==> config.mk <==
export PLATFORM = sky130hd
export DESIGN_NAME = iod_decode_core
export DESIGN_NICKNAME = d
export VERILOG_FILES = /design/src/iod_pkg.sv /design/src/iod_decode_core.sv
export SDC_FILE = /design/constraint.sdc
export NUM_CORES = 1
export LEC_CHECK = 0
export BUFFER_PORTS_ARGS = -buffer_cell sky130_fd_sc_hd__buf_2
export CAP_MARGIN = 20
export CORE_AREA = 2 2 157 120
export CTS_BUF_LIST = sky130_fd_sc_hd__clkbuf_16
export CTS_CLUSTER_SIZE = 10
export DETAILED_ROUTE_END_ITERATION = 10
export DIE_AREA = 0 0 159 122
export GPL_TIMING_DRIVEN = 0
export HOLD_SLACK_MARGIN = 0.06
export PLACE_DENSITY_LB_ADDON = 0.3
export SYNTH_ARGS = -nofsm -noshare
export SYNTH_HDL_FRONTEND = slang
export SYNTH_SLANG_ARGS = --single-unit
==> constraint.sdc <==
create_clock -name clk -period 10.9 [get_ports clk]
set_clock_uncertainty 0.1 [all_clocks]
set_input_delay 2.18 -clock clk [delete_from_list [all_inputs] [get_ports clk]]
set_output_delay 2.18 -clock clk [all_outputs]
set_load 0.005 [all_outputs]
==> src/iod_pkg.sv <==
// Purpose: shared constants and types of the integer opcode decode slice
// Assumes: one instruction byte offered per cycle by the fetch stage
// Notes:   clock counts are core clocks with register or cache-hit operands

package iod_pkg;

    // ------------------------------------------------------------------
    // opcodes
    // ------------------------------------------------------------------
    localparam logic [7:0] OP_SEXT_BW   = 8'h98;
    localparam logic [7:0] OP_SEXT_DQ   = 8'h99;
    localparam logic [7:0] OP_CLR_CARRY = 8'hF8;
    localparam logic [7:0] OP_CLR_DIR   = 8'hFC;
    localparam logic [7:0] OP_CLR_INTEN = 8'hFA;
    localparam logic [7:0] OP_INV_CARRY = 8'hF5;
    localparam logic [7:0] OP_ESCAPE    = 8'h0F;
    localparam logic [7:0] OP2_CLR_TS   = 8'h06;
    // upper opcode bits of the compare and conditional move families
    localparam logic [5:0] CMP_MODRM_HI = 6'h0E;
    localparam logic [6:0] CMP_ACC_HI   = 7'h1E;
    localparam logic [5:0] CMP_GRP_HI   = 6'h20;
    localparam logic [3:0] CMOV_HI      = 4'h4;
    // opcode bit positions
    localparam int         BIT_W        = 0;
    localparam int         BIT_DS       = 1;

    // ------------------------------------------------------------------
    // modrm and condition codes
    // ------------------------------------------------------------------
    localparam logic [1:0] MOD_REGISTER = 2'h3;
    localparam logic [2:0] GRP_REG_CMP  = 3'h7;
    localparam logic [2:0] CC_OVF       = 3'h0;
    localparam logic [2:0] CC_CARRY     = 3'h1;
    localparam logic [2:0] CC_ZERO      = 3'h2;
    localparam logic [2:0] CC_BELOW_EQ  = 3'h3;
    localparam logic [2:0] CC_SIGN      = 3'h4;
    localparam logic [2:0] CC_PARITY    = 3'h5;
    localparam logic [2:0] CC_LESS      = 3'h6;
    localparam logic [2:0] CC_LESS_EQ   = 3'h7;

    // ------------------------------------------------------------------
    // register indices, immediate lengths, clock counts, reset values
    // ------------------------------------------------------------------
    localparam logic [2:0] REG_ACC      = 3'h0;
    localparam logic [2:0] REG_DATA     = 3'h2;
    localparam logic [1:0] IMM_LAST_B   = 2'h0;
    localparam logic [1:0] IMM_LAST_D   = 2'h3;
    localparam logic [3:0] CYC_SEXT_BW  = 4'h3;
    localparam logic [3:0] CYC_SEXT_DQ  = 4'h2;
    localparam logic [3:0] CYC_CLR_CY   = 4'h1;
    localparam logic [3:0] CYC_CLR_DIR  = 4'h7;
    localparam logic [3:0] CYC_CLR_IE   = 4'h7;
    localparam logic [3:0] CYC_CLR_TS   = 4'hA;
    localparam logic [3:0] CYC_INV_CY   = 4'h2;
    localparam logic [3:0] CYC_CMP      = 4'h1;
    localparam logic [3:0] CYC_CMOV     = 4'h1;
    localparam logic [3:0] CNT_LAST     = 4'h1;
    localparam logic       INTEN_RST    = 1'b0;
    localparam logic       TS_RST       = 1'b0;

    typedef enum logic [2:0] {
        ST_IDLE  = 3'b000,
        ST_ESC   = 3'b001,
        ST_MODRM = 3'b010,
        ST_IMM   = 3'b011,
        ST_EXEC  = 3'b100
    } iod_state_t;

    typedef enum logic [3:0] {
        K_NONE      = 4'b0000,
        K_SEXT_BW   = 4'b0001,
        K_SEXT_DQ   = 4'b0010,
        K_CLR_CARRY = 4'b0011,
        K_CLR_DIR   = 4'b0100,
        K_CLR_INTEN = 4'b0101,
        K_CLR_TS    = 4'b0110,
        K_INV_CARRY = 4'b0111,
        K_CMP       = 4'b1000,
        K_CMOV      = 4'b1001
    } iod_kind_t;

endpackage

==> src/iod_decode_core.sv <==
// Purpose: decode and timing of sign extension, flag clear, compare, cmov
// Assumes: fetch strips displacement and index bytes; operands hit
// Notes:   all state is one struct, registered once per clock

`timescale 1ns/1ps

module iod_decode_core
    import iod_pkg::*;
(
    // clock and reset
    input  wire logic        clk,
    input  wire logic        rst_n,
    // instruction byte stream
    input  wire logic        byteValid,
    input  wire logic [7:0]  byteData,
    output logic             byteReady,
    // mode and operand values
    input  wire logic        protMode,
    input  wire logic        privOk,
    input  wire logic        taskSwitchSet,
    input  wire logic [31:0] accValue,
    input  wire logic [31:0] regValue,
    input  wire logic [31:0] rmValue,
    // decoded modrm fields
    output logic [1:0]       modrmMod,
    output logic [2:0]       modrmReg,
    output logic [2:0]       modrmRm,
    output logic             rmIsReg,
    // retirement and writeback
    output logic             instrDone,
    output logic             badOpcode,
    output logic             modeFault,
    output logic             wbValid,
    output logic [2:0]       wbReg,
    output logic [31:0]      wbData,
    // status flags
    output logic             carryFlag,
    output logic             directionFlag,
    output logic             intEnableFlag,
    output logic             overflowFlag,
    output logic             signFlag,
    output logic             zeroFlag,
    output logic             auxCarryFlag,
    output logic             parityFlag,
    output logic             taskSwitched
);

    // ------------------------------------------------------------------
    // state
    // ------------------------------------------------------------------
    typedef struct packed {
        iod_state_t  state;
        iod_kind_t   kind;
        logic [3:0]  cnt;
        logic [7:0]  opc;
        logic [1:0]  immIdx;
        logic [1:0]  immLast;
        logic [31:0] imm;
        logic [1:0]  mod;
        logic [2:0]  reg3;
        logic [2:0]  rm;
        logic        rdy;
        logic        done;
        logic        bad;
        logic        fault;
        logic        wbV;
        logic [2:0]  wbR;
        logic [31:0] wbD;
        logic        cf;
        logic        df;
        logic        ief;
        logic        of;
        logic        sf;
        logic        zf;
        logic        af;
        logic        pf;
        logic        ts;
    } iod_core_t;

    iod_core_t s_r;
    iod_core_t s_nxt;

    // ------------------------------------------------------------------
    // helpers
    // ------------------------------------------------------------------
    // returns {of, sf, zf, af, pf, cf} of a minus b
    function automatic logic [5:0] cmpFlags(input logic [31:0] a,
                                            input logic [31:0] b,
                                            input logic        isByte);
        logic [32:0] d;
        logic [8:0]  d8;
        logic [31:0] r;
        logic        o;
        logic        c;
        logic        sg;
        d  = {1'b0, a} - {1'b0, b};
        d8 = {1'b0, a[7:0]} - {1'b0, b[7:0]};
        if (isByte) begin
            r  = {24'h000000, d8[7:0]};
            c  = d8[8];
            sg = d8[7];
            o  = (a[7] ^ b[7]) & (a[7] ^ d8[7]);
        end else begin
            r  = d[31:0];
            c  = d[32];
            sg = d[31];
            o  = (a[31] ^ b[31]) & (a[31] ^ d[31]);
        end
        return {o, sg, (r == 32'h00000000), a[4] ^ b[4] ^ r[4], ~^r[7:0], c};
    endfunction

    function automatic logic condMet(input logic [3:0] cc,
                                     input logic       o,
                                     input logic       sg,
                                     input logic       z,
                                     input logic       p,
                                     input logic       c);
        logic t;
        case (cc[3:1])
            CC_OVF:      t = o;
            CC_CARRY:    t = c;
            CC_ZERO:     t = z;
            CC_BELOW_EQ: t = c | z;
            CC_SIGN:     t = sg;
            CC_PARITY:   t = p;
            CC_LESS:     t = sg ^ o;
            CC_LESS_EQ:  t = z | (sg ^ o);
            default:     t = 1'b0;
        endcase
        return t ^ cc[0];
    endfunction

    function automatic iod_core_t goExec(input iod_core_t x,
                                         input iod_kind_t k,
                                         input logic [3:0] c);
        iod_core_t y;
        y       = x;
        y.kind  = k;
        y.cnt   = c;
        y.state = ST_EXEC;
        return y;
    endfunction

    // ------------------------------------------------------------------
    // next state
    // ------------------------------------------------------------------
    logic [31:0] opA;
    logic [31:0] opB;
    logic [5:0]  cmpRes;
    logic        isByteOp;
    logic        memOp;

    always_comb begin
        memOp    = (s_r.mod != MOD_REGISTER);
        isByteOp = ~s_r.opc[BIT_W];
        opA      = rmValue;
        opB      = regValue;
        // operand order per form; d bit picks reg minus r/m
        if (s_r.opc[7:1] == CMP_ACC_HI) begin
            opA = accValue;
            opB = s_r.imm;
        end else if (s_r.opc[7:2] == CMP_GRP_HI) begin
            opB = s_r.imm;
            if (s_r.opc[BIT_DS] && s_r.opc[BIT_W]) begin
                opB = {{24{s_r.imm[7]}}, s_r.imm[7:0]};
            end
        end else if (s_r.opc[BIT_DS]) begin
            opA = regValue;
            opB = rmValue;
        end
        cmpRes = cmpFlags(opA, opB, isByteOp);

        s_nxt       = s_r;
        s_nxt.done  = 1'b0;
        s_nxt.bad   = 1'b0;
        s_nxt.fault = 1'b0;
        s_nxt.wbV   = 1'b0;
        case (s_r.state)
            ST_IDLE: begin
                if (byteValid) begin
                    s_nxt.opc    = byteData;
                    s_nxt.imm    = 32'h00000000;
                    s_nxt.immIdx = 2'h0;
                    s_nxt.kind   = K_NONE;
                    if (byteData == OP_SEXT_BW) begin
                        s_nxt = goExec(s_nxt, K_SEXT_BW, CYC_SEXT_BW);
                    end else if (byteData == OP_SEXT_DQ) begin
                        s_nxt = goExec(s_nxt, K_SEXT_DQ, CYC_SEXT_DQ);
                    end else if (byteData == OP_CLR_CARRY) begin
                        s_nxt = goExec(s_nxt, K_CLR_CARRY, CYC_CLR_CY);
                    end else if (byteData == OP_CLR_DIR) begin
                        s_nxt = goExec(s_nxt, K_CLR_DIR, CYC_CLR_DIR);
                    end else if (byteData == OP_CLR_INTEN) begin
                        s_nxt = goExec(s_nxt, K_CLR_INTEN, CYC_CLR_IE);
                    end else if (byteData == OP_INV_CARRY) begin
                        s_nxt = goExec(s_nxt, K_INV_CARRY, CYC_INV_CY);
                    end else if (byteData == OP_ESCAPE) begin
                        s_nxt.state = ST_ESC;
                    end else if (byteData[7:2] == CMP_MODRM_HI ||
                                 byteData[7:2] == CMP_GRP_HI) begin
                        s_nxt.kind  = K_CMP;
                        s_nxt.state = ST_MODRM;
                    end else if (byteData[7:1] == CMP_ACC_HI) begin
                        s_nxt.kind    = K_CMP;
                        s_nxt.immLast = byteData[BIT_W] ? IMM_LAST_D
                                                        : IMM_LAST_B;
                        s_nxt.state   = ST_IMM;
                    end else begin
                        s_nxt.bad = 1'b1;
                    end
                end
            end
            ST_ESC: begin
                if (byteValid) begin
                    if (byteData == OP2_CLR_TS) begin
                        s_nxt = goExec(s_nxt, K_CLR_TS, CYC_CLR_TS);
                    end else if (byteData[7:4] == CMOV_HI) begin
                        s_nxt.opc   = byteData;
                        s_nxt.kind  = K_CMOV;
                        s_nxt.state = ST_MODRM;
                    end else begin
                        s_nxt.bad   = 1'b1;
                        s_nxt.state = ST_IDLE;
                    end
                end
            end
            ST_MODRM: begin
                if (byteValid) begin
                    s_nxt.mod  = byteData[7:6];
                    s_nxt.reg3 = byteData[5:3];
                    s_nxt.rm   = byteData[2:0];
                    if (s_r.kind == K_CMOV) begin
                        s_nxt = goExec(s_nxt, K_CMOV, CYC_CMOV);
                    end else if (s_r.opc[7:2] != CMP_GRP_HI) begin
                        s_nxt = goExec(s_nxt, K_CMP, CYC_CMP);
                    end else if (byteData[5:3] == GRP_REG_CMP) begin
                        // sign-extended and byte forms carry one byte
                        s_nxt.immLast = (s_r.opc[BIT_DS] | ~s_r.opc[BIT_W])
                                      ? IMM_LAST_B : IMM_LAST_D;
                        s_nxt.state   = ST_IMM;
                    end else begin
                        s_nxt.bad   = 1'b1;
                        s_nxt.state = ST_IDLE;
                    end
                end
            end
            ST_IMM: begin
                if (byteValid) begin
                    s_nxt.imm = s_r.imm
                              | (32'(byteData) << {s_r.immIdx, 3'b000});
                    if (s_r.immIdx == s_r.immLast) begin
                        s_nxt = goExec(s_nxt, K_CMP, CYC_CMP);
                    end else begin
                        s_nxt.immIdx = s_r.immIdx + 2'h1;
                    end
                end
            end
            ST_EXEC: begin
                if (s_r.cnt != CNT_LAST) begin
                    s_nxt.cnt = s_r.cnt - 4'h1;
                end else begin
                    s_nxt.state = ST_IDLE;
                    s_nxt.done  = 1'b1;
                    case (s_r.kind)
                        K_SEXT_BW: begin
                            s_nxt.wbV = 1'b1;
                            s_nxt.wbR = REG_ACC;
                            s_nxt.wbD = {accValue[31:16],
                                         {8{accValue[7]}}, accValue[7:0]};
                        end
                        K_SEXT_DQ: begin
                            s_nxt.wbV = 1'b1;
                            s_nxt.wbR = REG_DATA;
                            s_nxt.wbD = {32{accValue[31]}};
                        end
                        K_CLR_CARRY: s_nxt.cf = 1'b0;
                        K_CLR_DIR:   s_nxt.df = 1'b0;
                        K_INV_CARRY: s_nxt.cf = ~s_r.cf;
                        K_CLR_INTEN: begin
                            if (protMode && !privOk) begin
                                s_nxt.fault = 1'b1;
                            end else begin
                                s_nxt.ief = 1'b0;
                            end
                        end
                        K_CLR_TS: begin
                            if (protMode && !privOk) begin
                                s_nxt.fault = 1'b1;
                            end else begin
                                s_nxt.ts = 1'b0;
                            end
                        end
                        K_CMP: begin
                            {s_nxt.of, s_nxt.sf, s_nxt.zf,
                             s_nxt.af, s_nxt.pf, s_nxt.cf} = cmpRes;
                        end
                        K_CMOV: begin
                            // memory source may fault in protected mode
                            if (protMode && memOp && !privOk) begin
                                s_nxt.fault = 1'b1;
                            end else if (condMet(s_r.opc[3:0], s_r.of,
                                                 s_r.sf, s_r.zf, s_r.pf,
                                                 s_r.cf)) begin
                                s_nxt.wbV = 1'b1;
                                s_nxt.wbR = s_r.reg3;
                                s_nxt.wbD = rmValue;
                            end
                        end
                        default: s_nxt.bad = 1'b1;
                    endcase
                end
            end
            default: s_nxt.state = ST_IDLE;
        endcase
        // a task switch in the clearing cycle wins over the clear
        if (taskSwitchSet) begin
            s_nxt.ts = 1'b1;
        end
        s_nxt.rdy = (s_nxt.state != ST_EXEC);
    end

    // ------------------------------------------------------------------
    // registers
    // ------------------------------------------------------------------
    always_ff @(posedge clk) begin
        if (!rst_n) begin
            s_r     <= '0;
            s_r.ief <= INTEN_RST;
            s_r.ts  <= TS_RST;
        end else begin
            s_r <= s_nxt;
        end
    end

    // ------------------------------------------------------------------
    // outputs
    // ------------------------------------------------------------------
    assign byteReady     = s_r.rdy;
    assign modrmMod      = s_r.mod;
    assign modrmReg      = s_r.reg3;
    assign modrmRm       = s_r.rm;
    assign rmIsReg       = (s_r.mod == MOD_REGISTER);
    assign instrDone     = s_r.done;
    assign badOpcode     = s_r.bad;
    assign modeFault     = s_r.fault;
    assign wbValid       = s_r.wbV;
    assign wbReg         = s_r.wbR;
    assign wbData        = s_r.wbD;
    assign carryFlag     = s_r.cf;
    assign directionFlag = s_r.df;
    assign intEnableFlag = s_r.ief;
    assign overflowFlag  = s_r.of;
    assign signFlag      = s_r.sf;
    assign zeroFlag      = s_r.zf;
    assign auxCarryFlag  = s_r.af;
    assign parityFlag    = s_r.pf;
    assign taskSwitched  = s_r.ts;

endmodule

After elaboration in Yosys (flattened, before gate mapping) --
Cells that the tools add are included.
Storage, ports and cells: bits in registers 112, output and inout bits 58
Operators by class: add/subtract/negate cells 4, equality and inequality tests 74, multiplexer cells 81, reduce and logical (&&, ||, !) cells 34, bitwise gates (word level) 22, shift operators 1
Operator list (count):
- 112-bit 2-to-1 mux | 10
- 32-bit 2-to-1 mux | 8
- 48-bit case mux with 5 select lines | 1
- 53-bit case mux with 4 select lines | 1
- 36-bit case mux with 3 select lines | 1
- 36-bit 2-to-1 mux | 2
- 2-bit inequality test (second input constant) | 30
- 8-bit == test (second input constant) | 6
- 48-bit 2-to-1 mux | 1
- 32-bit by 32-bit subtractor with 33-bit output | 1
- 32-bit logical NOT | 1
- 32-bit bitwise OR | 1
- 8-bit by 5-bit << shifter with 32-bit output | 1
- 7-bit 2-to-1 mux | 4
- 7-bit AND reduction | 4
- 8-bit AND reduction | 3
- 1-bit 2-to-1 mux | 23
- 2-bit 2-to-1 mux | 11
- 4-bit by 3-bit == test with 1-bit output (second input constant) | 5
- 4-bit case mux with 5 select lines | 1
- 19-bit 2-to-1 mux | 1
- 3-bit == test (second input constant) | 6
- 18-bit 2-to-1 mux | 1
- 17-bit AND reduction | 1
- 49 further kinds | 92

Logic depth before layout (Yosys ltp) --
Gate-level depths: netlist (run 1).
word-level depth 14, gate-level depth with buffers 25, depth with buffers taken out 22

Least setup slack after synthesis (run 1) --
No wires, ideal clock.
kind input -> register, from input rmValue[0], to register s_r, in the netlist zeroFlag, path slack 5105 ps, data arrival time 5599 ps, library setup time 96 ps, stages on the path 19, data required time 10704 ps, cell sequence mux2i_1 > nor2_1 > a21oi_1 > ha_1 > inv_1 > fa_1 > a211oi_1 > o21a_1 > xnor2_1 > ha_1 > nand4_1 > a221oi_1 > nand4_2 > nor4b_2 > nand4b_1 > nor4_2 > nand4_1 > or4_1 > o41ai_2
On the way: cells in the longest elaborated chain, start to end 9
Ends and longest elaborated chain:
- start, declared | RTL line iod_decode_core.sv:23 | input wire logic [31:0] rmValue,
- 32-bit 2-to-1 mux | RTL line iod_decode_core.sv:167 | end else if (s_r.opc[BIT_DS]) begin
- 32-bit 2-to-1 mux | RTL line iod_decode_core.sv:162 | end else if (s_r.opc[7:2] == CMP_GRP_HI) begin
- 32-bit 2-to-1 mux | RTL line iod_decode_core.sv:159 | if (s_r.opc[7:1] == CMP_ACC_HI) begin
- 32-bit by 32-bit subtractor with 33-bit output or 8-bit by 8-bit subtractor with 9-bit output (tied branches) | RTL line iod_decode_core.sv:96, iod_decode_core.sv:97
- 32-bit 2-to-1 mux (*) | RTL line iod_decode_core.sv:98 | if (isByte) begin
- 32-bit logical NOT (*) | RTL line iod_decode_core.sv:109 | return {o, sg, (r == 32'h00000000), a[4] ^ b[4] ^ r[4], ~^r[7:0], c};
- 5-bit 2-to-1 mux (*) | RTL line iod_decode_core.sv:264 | case (s_r.kind)
- 48-bit 2-to-1 mux (*) | RTL line iod_decode_core.sv:259 | if (s_r.cnt != CNT_LAST) begin
- 48-bit case mux with 5 select lines (*) | RTL line iod_decode_core.sv:178 | case (s_r.state)
- end signal, assigned | RTL line iod_decode_core.sv:331 | s_r <= s_nxt;
- end, declared | RTL line iod_decode_core.sv:80 | iod_core_t s_r;
Every way passes the cells marked *; elsewhere a longest branch is shown, timed or not. The select of a mux whose other input is x is not followed. A chain may end at the register's enable or synchronous reset.

Worst setup path in the final report (run 1) --
from register s_r[94] in the netlist's numbering, to register s_r, in the netlist zeroFlag
On the way: cells in the longest elaborated chain, start to end 10
Ends and longest elaborated chain:
- 1-bit logical AND | RTL line iod_decode_core.sv:164 | if (s_r.opc[BIT_DS] && s_r.opc[BIT_W]) begin
- 32-bit 2-to-1 mux | RTL line iod_decode_core.sv:164
- 32-bit 2-to-1 mux | RTL line iod_decode_core.sv:162
- 32-bit 2-to-1 mux | RTL line iod_decode_core.sv:159
- 32-bit by 32-bit subtractor with 33-bit output | RTL line iod_decode_core.sv:96 | d = {1'b0, a} - {1'b0, b};
- 32-bit 2-to-1 mux (*) | RTL line iod_decode_core.sv:98
- 32-bit logical NOT (*) | RTL line iod_decode_core.sv:109
- 5-bit 2-to-1 mux (*) | RTL line iod_decode_core.sv:264
- 48-bit 2-to-1 mux (*) | RTL line iod_decode_core.sv:259
- 48-bit case mux with 5 select lines (*) | RTL line iod_decode_core.sv:178
Marks and branches as above.

==> impl_metrics.env, run 1 <==
export IMPL_async_flop_share=0
export IMPL_relSlewSlack=0.290
export IMPL_min_path_type="reg -> reg"
export IMPL_holdBufCountCts=0
export IMPL_syn_avg_cell_area_um2=7.38
export IMPL_area_growth_pct=16.6
export IMPL_cp_end_kind="flop"
export IMPL_postCtsSetupBuffers=0
export IMPL_synth_warning_count=0
export IMPL_synth_cells=1189
export IMPL_routed_wl_um=34700
export IMPL_most_common_layout_cells="171 x buf_2, 131 x a21oi_1, 121 x nand2_1"
export IMPL_grt_pass1_wl_um=52200
export IMPL_max_cap_violations=0
export IMPL_ant_nets=0
export IMPL_route_detailed_drc=0
export IMPL_cts_root_buf="clkbuf_16"
export IMPL_ys_seq_area_frac=0.249
export IMPL_dp_cells=1601
export IMPL_fp_dieH_um=122
export IMPL_post_synth_num_cell_types=80
export IMPL_worst_pin_slew_ps=1060
export IMPL_antenna_found_initial=2
export IMPL_period_share=0.645
export IMPL_gp_congestion=1.02
export IMPL_hold_viol_final=0
export IMPL_crit_type="reg -> reg"
export IMPL_drt_initial_drc_count=1549
export IMPL_fin_crit_ps=7030
export IMPL_io_pins=168
export IMPL_ir_drop_mv=0.0806
export IMPL_arrival_ps=7190
export IMPL_grt_setup_unrepaired="no"
export IMPL_hpwlAfterDp_um=27900
export IMPL_synth_ff_latch_count=109
export IMPL_cts_resized=0
export IMPL_dr_total_vias=9987
export IMPL_first_pass_iters=6
export IMPL_gr_usage_all_layers=0.351
export IMPL_ys_flop_type="dfxtp_1"
export IMPL_final_instance_count_excl_fill=1620
export IMPL_grt_max_degree=22
export IMPL_clkTransAtPathRegs_ps=80
export IMPL_crit_fanout=10
export IMPL_die_x_um=159
export IMPL_fp_dieArea_um2=19400
export IMPL_fp_row_count=43
export IMPL_cp_start_kind="flop"
export IMPL_final_common_cell="buf_2"
export IMPL_p_per_area_nw_per_um2=111
export IMPL_clk_latency_ps=370
export IMPL_post_drt_wl_per_cell_um=21.4
export IMPL_start_util=0.486
export IMPL_grt_pass1_vias=8645
export IMPL_critPathRequiredTime_ps=11060
export IMPL_cts_tree="done"
export IMPL_overflow=0
export IMPL_setup_violations=0
export IMPL_htreeDepth=3
export IMPL_io_buffers=164
export IMPL_clkSinkCount=109
export IMPL_vias_per_cell=6.16
export IMPL_nets=1517
export IMPL_cts_buffers=9
export IMPL_power_leakage_uw=0.00444
export IMPL_fin_tns_setup_ps=0
export IMPL_syn_area_um2=8780
export IMPL_synth_edff_count=0
export IMPL_max_freq_mhz=142
export IMPL_core_um2=18100
export IMPL_slew_viol_final=0
export IMPL_status="finished, final reports clean"
export IMPL_layout_drive_gt1_share=0.199
export IMPL_clock_path_buffers=2
[critical path, cell delays in order (launching register included)]
cell and delay, ps:
dfxtp_1 300, clkbuf_1 200, nand2b_1 240, nor4_1 770, clkbuf_1 450, nor2_1 150
clkbuf_1 320, clkbuf_1 360, nand2_1 120, o21ai_0 220, ha_1 430, a21oi_1 260
nand2_1 110, o21ai_1 350, xnor2_1 210, ha_1 200, nand4_1 210, a221oi_1 320
nand4_2 150, nor4b_2 270, nand4b_1 180, nor4_2 160, nand4_1 120, or4_1 450
o41ai_2 240
[final cells by class]
| class | count | area, µm² |
|---|---|---|
| clock buffers | 9 | 225 |
| well taps | 247 | 309 |
| clock inverters | 7 | 82.6 |
| repair buffers | 166 | 833 |
| plain buffers | 134 | 691 |
| multi-input cells | 921 | 5810 |
| inverters | 26 | 98.8 |
| diodes | 1 | 2.50 |
| fillers | 1814 | 7840 |
| flip-flops and latches | 109 | 2180 |
[stage by stage]
stage / cell area (µm²) / total power (µW) / hold WS (ps) / util / setup WS [ps]
after floorplan: 8780 / 671 / 332 / - / 5110
after global placement: 9910 / 787 / 344 / 0.548 / 4250
after detailed placement: 9910 / 790 / 350 / 0.548 / 4180
after CTS: 10200 / 1120 / 362 / 0.565 / 4150
after global routing: 10200 / 1180 / 395 / 0.566 / 3530
final: 10200 / 1140 / 360 / 0.566 / 3870
[report_power, final]
part	total, µW	internal, µW	switching (µW)	leakage, µW
Sequential	405	402	3.05	0.000881
Combinational	389	146	243	0.00341
Clock	341	164	177	0.000151
Total	1140	713	423	0.00444
[cell families after synthesis]
family	Yosys count	share of synthesized area
AOI/OAI and AO/OA	392	0.277
DFF	109	0.249
muxes	69	0.0817
other	1	0.000427
adders and majority gates	41	0.0590
buffers and inverters	160	0.0899
xor gates and xnor gates	26	0.0259
and+or+nand+nor	391	0.218
[final timing paths]
kind              startpoint  cells past startpoint          to  slack (ps)
hold / removal    modrmRm[0]                      2  modrmRm[0]         360
hold reg to reg   modrmRm[0]                      2  modrmRm[0]         360
setup / recovery     s_r[94]                     24    zeroFlag        3870
setup reg to reg     s_r[94]                     24    zeroFlag        3870
[layer usage]
metal  vias to the layer above  wire length, µm  track usage  share of wire
li1                       4676                -            -              -
met1                      4648            16400        0.546           0.47
met2                       607            13500        0.483           0.39
met3                        56             4110       0.0752           0.12
met4                         0              715       0.0818          0.021
met5                         -                0            0              0
[state kept, by name, indices dropped and copies added, names as in the netlist, 2 cells and up]
name	flops
modrmMod	2
modrmReg	3
wbData	32
modrmRm	3
wbReg	3
s_r	54
[cell usage after synthesis (4+ instances only)]
cell type	n	area share
a2111oi_0	5	0.0050
a211oi_1	12	0.010
a21o_1	16	0.014
a21oi_1	131	0.075
a221oi_1	46	0.046
a31o_2	4	0.0040
a31oi_1	12	0.0086
and2_1	6	0.0043
and3_1	10	0.0071
and4_1	5	0.0050
buf_1	6	0.0026
buf_2	6	0.0034
buf_4	46	0.039
clkbuf_1	75	0.032
dfxtp_1	109	0.25
ha_1	39	0.056
inv_1	25	0.011
mux2_2	21	0.027
mux2i_1	48	0.055
nand2_1	121	0.052
nand2b_1	24	0.017
nand3_1	26	0.015
nand3b_1	5	0.0043
nand4_1	17	0.012
nor2_1	112	0.048
nor2b_1	6	0.0043
nor3_1	18	0.010
nor3b_1	5	0.0043
nor4_1	6	0.0043
o211ai_1	4	0.0034
o21a_1	4	0.0034
o21ai_0	75	0.043
o21ai_1	35	0.020
o21bai_1	5	0.0043
o22ai_1	8	0.0057
o31ai_1	6	0.0051
or4_1	5	0.0043
xnor2_1	18	0.018
xor2_1	8	0.0080
(Power assumes the default switching activity.)
==> run 2: changes to the inputs <==
- ABC_AREA: unset -> 1
- CORE_AREA: 2 2 157 120 -> 2 2 165 127
- DIE_AREA: 0 0 159 122 -> 0 0 167 129
- clock period: 10.9 -> 6.59 ns (I/O delays scaled with it)
==> run 2 against run 1 <==
Against the previous run: count of clock-buffer cells in the layout did not move; die area increased by 11%; cell count rose by 32%; synthesized cell count is 43% higher; critical path type unchanged; critical endpoint unchanged; sequential share of layout area is 2.0 points lower; fmax rose by 52%; largest power group is now combinational logic; worst setup slack got worse by 1900 ps; design area up 10%.
==> impl_metrics.env, run 2 <==
export IMPL_cts_tree="done"
export IMPL_synth_largest_area_cell="dfxtp_1"
export IMPL_critPathRequiredTime_ps=6790
export IMPL_nets=2028
export IMPL_synth_warning_count=0
export IMPL_largest_register="s_r"
export IMPL_layout_drive_gt1_share=0.161
export IMPL_diodes=0
export IMPL_slowest_delay_ps=520
export IMPL_post_synth_top_area_fraction=0.222
export IMPL_antenna_found_initial=0
export IMPL_area_growth_pct=15.0
export IMPL_fin_hold_ws_ps=352
export IMPL_synthMuxAreaShare=0.0214
export IMPL_syn_avg_cell_area_um2=5.78
export IMPL_reg2reg_to="zeroFlag"
export IMPL_setup_violations=0
export IMPL_period_share=0.702
export IMPL_fin_crit_ps=4630
export IMPL_dr_total_vias=11500
export IMPL_routed_wl_um=35500
export IMPL_hold_depth=2
export IMPL_crit_fanout=10
export IMPL_cp_end_kind="flop"
export IMPL_grt_setup_unrepaired="no"
export IMPL_ys_flop_type="dfxtp_1"
export IMPL_path_delay_family="simple AND/OR/NAND/NOR gates"
export IMPL_min_from="s_r[73]"
export IMPL_crit_path_frequent_cell="nand2_1"
export IMPL_fp_row_count=45
export IMPL_gr_usage_all_layers=0.321
export IMPL_vias_per_cell=5.36
export IMPL_async_flop_share=0
export IMPL_yosys_area_share_simple=0.357
export IMPL_overflow=0
export IMPL_status="finished, final reports clean"
export IMPL_ant_nets=0
export IMPL_hold_viol_final=0
export IMPL_gp_congestion=1.03
export IMPL_start_util=0.495
export IMPL_post_synth_num_cell_types=50
export IMPL_postCtsSetupBuffers=0
export IMPL_arrival_ps=4830
export IMPL_first_pass_iters=6
export IMPL_cts_resized=0
export IMPL_synthAdderAreaFrac=0.0516
export IMPL_holdPathEnd="s_r[73]"
export IMPL_rrSetupSlack_ps=1960
export IMPL_grt_pass1_vias=10100
export IMPL_fin_total_pwr_uw=2720
export IMPL_relSlewSlack=0.343
export IMPL_synth_cells=1702
export IMPL_min_path_type="reg -> reg"
export IMPL_synthMostInstantiatedCell="nand2_1"
export IMPL_synthXorXnorAreaFrac=0.00980
export IMPL_path_buf_inv=3
export IMPL_ys_seq_area_frac=0.222
export IMPL_fin_tns_setup_ps=0
export IMPL_fin_util=0.569
export IMPL_final_common_cell="nand2_1"
export IMPL_clkSinkCount=109
export IMPL_max_cap_violations=0
export IMPL_slew_viol_final=0
export IMPL_clkTransAtPathRegs_ps=100
export IMPL_synth_edff_count=0
export IMPL_htreeDepth=3
export IMPL_synth_compound_area_frac=0.166
export IMPL_hpwlAfterDp_um=29300
export IMPL_syn_area_um2=9840
export IMPL_most_common_layout_cells="536 x nand2_1, 266 x inv_1, 174 x buf_2"
export IMPL_fp_dieArea_um2=21500
export IMPL_fp_dieH_um=129
export IMPL_clk_latency_ps=380
export IMPL_holdBufCountCts=0
export IMPL_cts_buffers=9
export IMPL_die_x_um=167
export IMPL_grt_pass1_wl_um=54400
export IMPL_reg2reg_depth=26
export IMPL_drt_initial_drc_count=1412
export IMPL_synth_ff_latch_count=109
export IMPL_synthTopCellsByCount="536 x nand2_1, 266 x inv_1, 153 x nor2_1, 115 x a21oi_1, 109 x dfxtp_1"
export IMPL_cts_root_buf="clkbuf_16"
export IMPL_ir_drop_mv=0.157
export IMPL_crit_type="reg -> reg"
export IMPL_post_drt_wl_per_cell_um=16.6
export IMPL_synth_area_leaders="dfxtp_1 22%, nand2_1 20%, inv_1 10%"
export IMPL_core_um2=19900
export IMPL_synth_top_family_by_area="simple AND/OR/NAND/NOR gates"
export IMPL_r2r_start="s_r[100]"
export IMPL_cp_start_kind="flop"
export IMPL_io_buffers=164
export IMPL_max_freq_mhz=216
export IMPL_power_leakage_uw=0.00578
export IMPL_cp_slowest_cell="clkbuf_1"
export IMPL_io_pins=168
export IMPL_worst_pin_slew_ps=985
export IMPL_route_detailed_drc=0
export IMPL_largest_register_ff_count=54
export IMPL_clock_path_buffers=2
export IMPL_grt_max_degree=25
export IMPL_p_per_area_nw_per_um2=241
==> run 2: worst max-delay path by stage <==
stage	from	end	slack [ps]	cells after the start
2_1_floorplan	rmValue[0]	parityFlag	2950	17
3_3_place_gp	s_r[94]	zeroFlag	2110	26
3_5_place_dp	s_r[95]	zeroFlag	2110	27
4_1_cts	s_r[95]	zeroFlag	2060	27
5_1_grt	s_r[95]	zeroFlag	1510	25
6_report	s_r[100]	zeroFlag	1960	26
==> run 2: per-stage QoR <==
| stage | setup WS (ps) | cell area (µm²) | std cells |
|---|---|---|---|
| CTS | 2060 | 11300 | 2141 |
| global placement | 2110 | 11000 | 2125 |
| global route | 1510 | 11300 | 2141 |
| floorplan | 2950 | 9840 | 1703 |
| finish | 1960 | 11300 | 2141 |
| detailed placement | 2110 | 11000 | 2125 |
==> run 2: logic make-up (layout without fill, tap and decap cells) <==
family          Yosys count  count (layout)
xor+xnor                 11              11
simple gates            847             847
fa+ha+maj                40              40
buf+inv                 386             566
other cells               1               2
compound gates          287             287
mux                      21              21
flops                   109             109
==> run 2: final cells by class <==
| cell class | instances | area (µm²) |
|---|---|---|
| well taps | 258 | 323 |
| multi-input cells | 1208 | 5960 |
| flip-flops and latches | 109 | 2180 |
| clock buffers | 9 | 225 |
| fillers | 2097 | 8570 |
| clock inverters | 7 | 98.8 |
| repair buffers | 164 | 821 |
| inverters | 283 | 1070 |
| plain buffers | 103 | 628 |
==> run 2: layer usage <==
layer,share of wire,vias to the layer above,GRT usage,wire (µm)
met1,0.45,5160,0.452,15800
met4,0.036,0,0.115,1270
met3,0.087,73,0.0517,3080
met5,0,-,0,0
li1,-,5694,-,-
met2,0.43,550,0.499,15300
==> run 2: report_power, final <==
part,switching (µW),internal [µW],leakage [µW]
clock,325,285,0.000158
combinational,927,487,0.00474
sequential,17.5,681,0.000883
total,1270,1450,0.00578
==> run 2: tightest hold or removal path, delay by kind of cell, from the launching register on <==
family	cells	cell delay [ps]
DFF	1	320
buffers and inverters	1	40
AOI/OAI and AO/OA	1	50
==> run 3: changes to the inputs <==
- clock period: 6.59 -> 3.9 ns (I/O delays scaled with it)
==> run 3 against run 2 <==
Against the previous run: fmax up 22%; count of clock-buffer cells in the layout unchanged; clock power up 69%; register-to-register slack lost 1900 ps; routed wire length is 2.9% higher; global-route usage up 0.29 points; sequential share of layout area is 1.2 points lower; critical path type unchanged; largest power group unchanged; highest routed layer unchanged.
==> impl_metrics.env, run 3 (synthesis results as in run 2) <==
export IMPL_antenna_found_initial=0
export IMPL_fin_hold_ws_ps=357
export IMPL_p_switching_uw=2320
export IMPL_grt_pass1_vias=10300
export IMPL_clkSinkCount=109
export IMPL_multi_input_area_um2=6530
export IMPL_min_from="s_r[88]"
export IMPL_io_buffers=164
export IMPL_cts_buffers=9
export IMPL_first_pass_iters=9
export IMPL_route_detailed_drc=0
export IMPL_setup_worst_path_start="s_r[95]"
export IMPL_io_pins=168
export IMPL_p_sw_frac=0.463
export IMPL_slew_viol_final=0
export IMPL_post_route_cell_area_um2=12100
export IMPL_cts_root_buf="clkbuf_16"
export IMPL_setup_violations=0
export IMPL_regArea_um2=2190
export IMPL_gp_congestion=1.03
export IMPL_fp_dieArea_um2=21500
export IMPL_nets=2048
export IMPL_cts_tree="done"
export IMPL_post_drt_wl_per_cell_um=16.9
export IMPL_overflow=0
export IMPL_cp_end_kind="flop"
export IMPL_p_comb_frac=0.557
export IMPL_relSlewSlack=0.446
export IMPL_ant_nets=0
export IMPL_area_growth_pct=23.3
export IMPL_min_path_type="reg -> reg"
export IMPL_clock_power_share=0.206
export IMPL_grt_pass1_wl_um=54900
export IMPL_ir_drop_mv=0.270
export IMPL_start_util=0.495
export IMPL_hold_viol_final=0
export IMPL_p_int_uw=2690
export IMPL_status="finished, final reports clean"
export IMPL_r2r_start="s_r[95]"
export IMPL_diodes=0
export IMPL_seq_power_share=0.237
export IMPL_grt_max_degree=25
export IMPL_max_cap_violations=0
export IMPL_most_common_layout_cells="517 x nand2_1, 262 x inv_1, 170 x buf_2"
export IMPL_htreeDepth=3
export IMPL_crit_fanout=5
export IMPL_hpwlAfterDp_um=29300
export IMPL_period_share=0.971
export IMPL_p_per_area_nw_per_um2=413
export IMPL_dr_total_vias=11700
export IMPL_arrival_ps=3990
export IMPL_worst_pin_slew_ps=832
export IMPL_crit_type="reg -> reg"
export IMPL_core_um2=19900
export IMPL_clock_path_buffers=2
export IMPL_fillers=2012
export IMPL_critPathRequiredTime_ps=4100
export IMPL_gr_usage_all_layers=0.324
export IMPL_place_area_um2=11000
export IMPL_routed_wl_um=36500
export IMPL_vias_per_cell=5.41
export IMPL_die_x_um=167
export IMPL_drt_initial_drc_count=1585
export IMPL_final_common_cell="nand2_1"
export IMPL_cp_start_kind="flop"
export IMPL_fin_util=0.610
export IMPL_fin_crit_ps=3790
export IMPL_clk_latency_ps=380
export IMPL_largest_register_ff_count=54
export IMPL_power_leakage_uw=0.00601
export IMPL_fp_row_count=45
export IMPL_largest_register="s_r"
export IMPL_fin_total_pwr_uw=5010
export IMPL_rrSetupSlack_ps=110
export IMPL_clkTransAtPathRegs_ps=100
export IMPL_fp_dieH_um=129
export IMPL_max_freq_mhz=264
export IMPL_layout_drive_gt1_share=0.231
## run 3: cell count changes in the layout (fill, tap and decap cells not counted), sizes merged
cell	change
buf	+25
nor2	+1
clkbuf	-6
## run 3: through the flow
stage | setup TNS [ps] | setup WS (ps) | std cells
after floorplan | 0 | 439 | 1703
after global placement | -1530 | -583 | 2125
after detailed placement | -1590 | -581 | 2125
after CTS | 0 | 12.9 | 2151
after global routing | -64.4 | -51.2 | 2161
final | 0 | 111 | 2161
## run 3: power groups by stage
stage	Sequential, µW	Clock, µW	Combinational (µW)
after floorplan	1200	0	1680
after global placement	1200	0	2320
after detailed placement	1200	0	2330
after CTS	1180	1040	2490
after global routing	1190	1080	3060
final	1190	1030	2790
## run 3: critical path, cell delays in order (launching register included)
cell and delay (ps):
dfxtp_4 390, inv_1 80, nor4_4 270, nand2_4 150
inv_4 110, nor2_4 70, buf_2 180, o21ai_4 170
ha_1 160, inv_1 50, fa_2 390, nand2_1 80
nand2_1 80, nand3_1 90, nand2_2 100, buf_4 160
xnor2_2 130, ha_1 290, xnor2_1 140, xnor2_1 260
nand2_1 90, a21oi_1 150
## run 3: final timing paths
path	cells after the start	end
max	21	parityFlag
min	2	s_r[88]
max reg2reg	21	parityFlag
min reg2reg	2	s_r[88]
## run 3: timing repair
action,CTS,global route
hold buffers,0,0
resized for setup,78,124
endpoints found under the setup margin,5,5
pin swaps,7,22
cloned,0,2
setup buffers,10,10
## run 3: layout make-up
type | instances | share of cell area
Buffer | 101 | 0.0585
Multi-Input combinational cell | 1209 | 0.539
Timing Repair Buffer | 185 | 0.0805
Clock inverter | 7 | 0.00815
Sequential cell | 109 | 0.181
Clock buffer | 9 | 0.0186
Tap cell | 258 | 0.0266
Inverter | 283 | 0.0884
## run 3: layer usage
metal,global-route usage,wire length (µm),part of all wire,vias to the layer above
li1,-,-,-,5747
met3,0.0551,3210,0.088,90
met5,0,0,0,-
met1,0.452,16000,0.44,5295
met4,0.125,1190,0.033,0
met2,0.503,16100,0.44,553
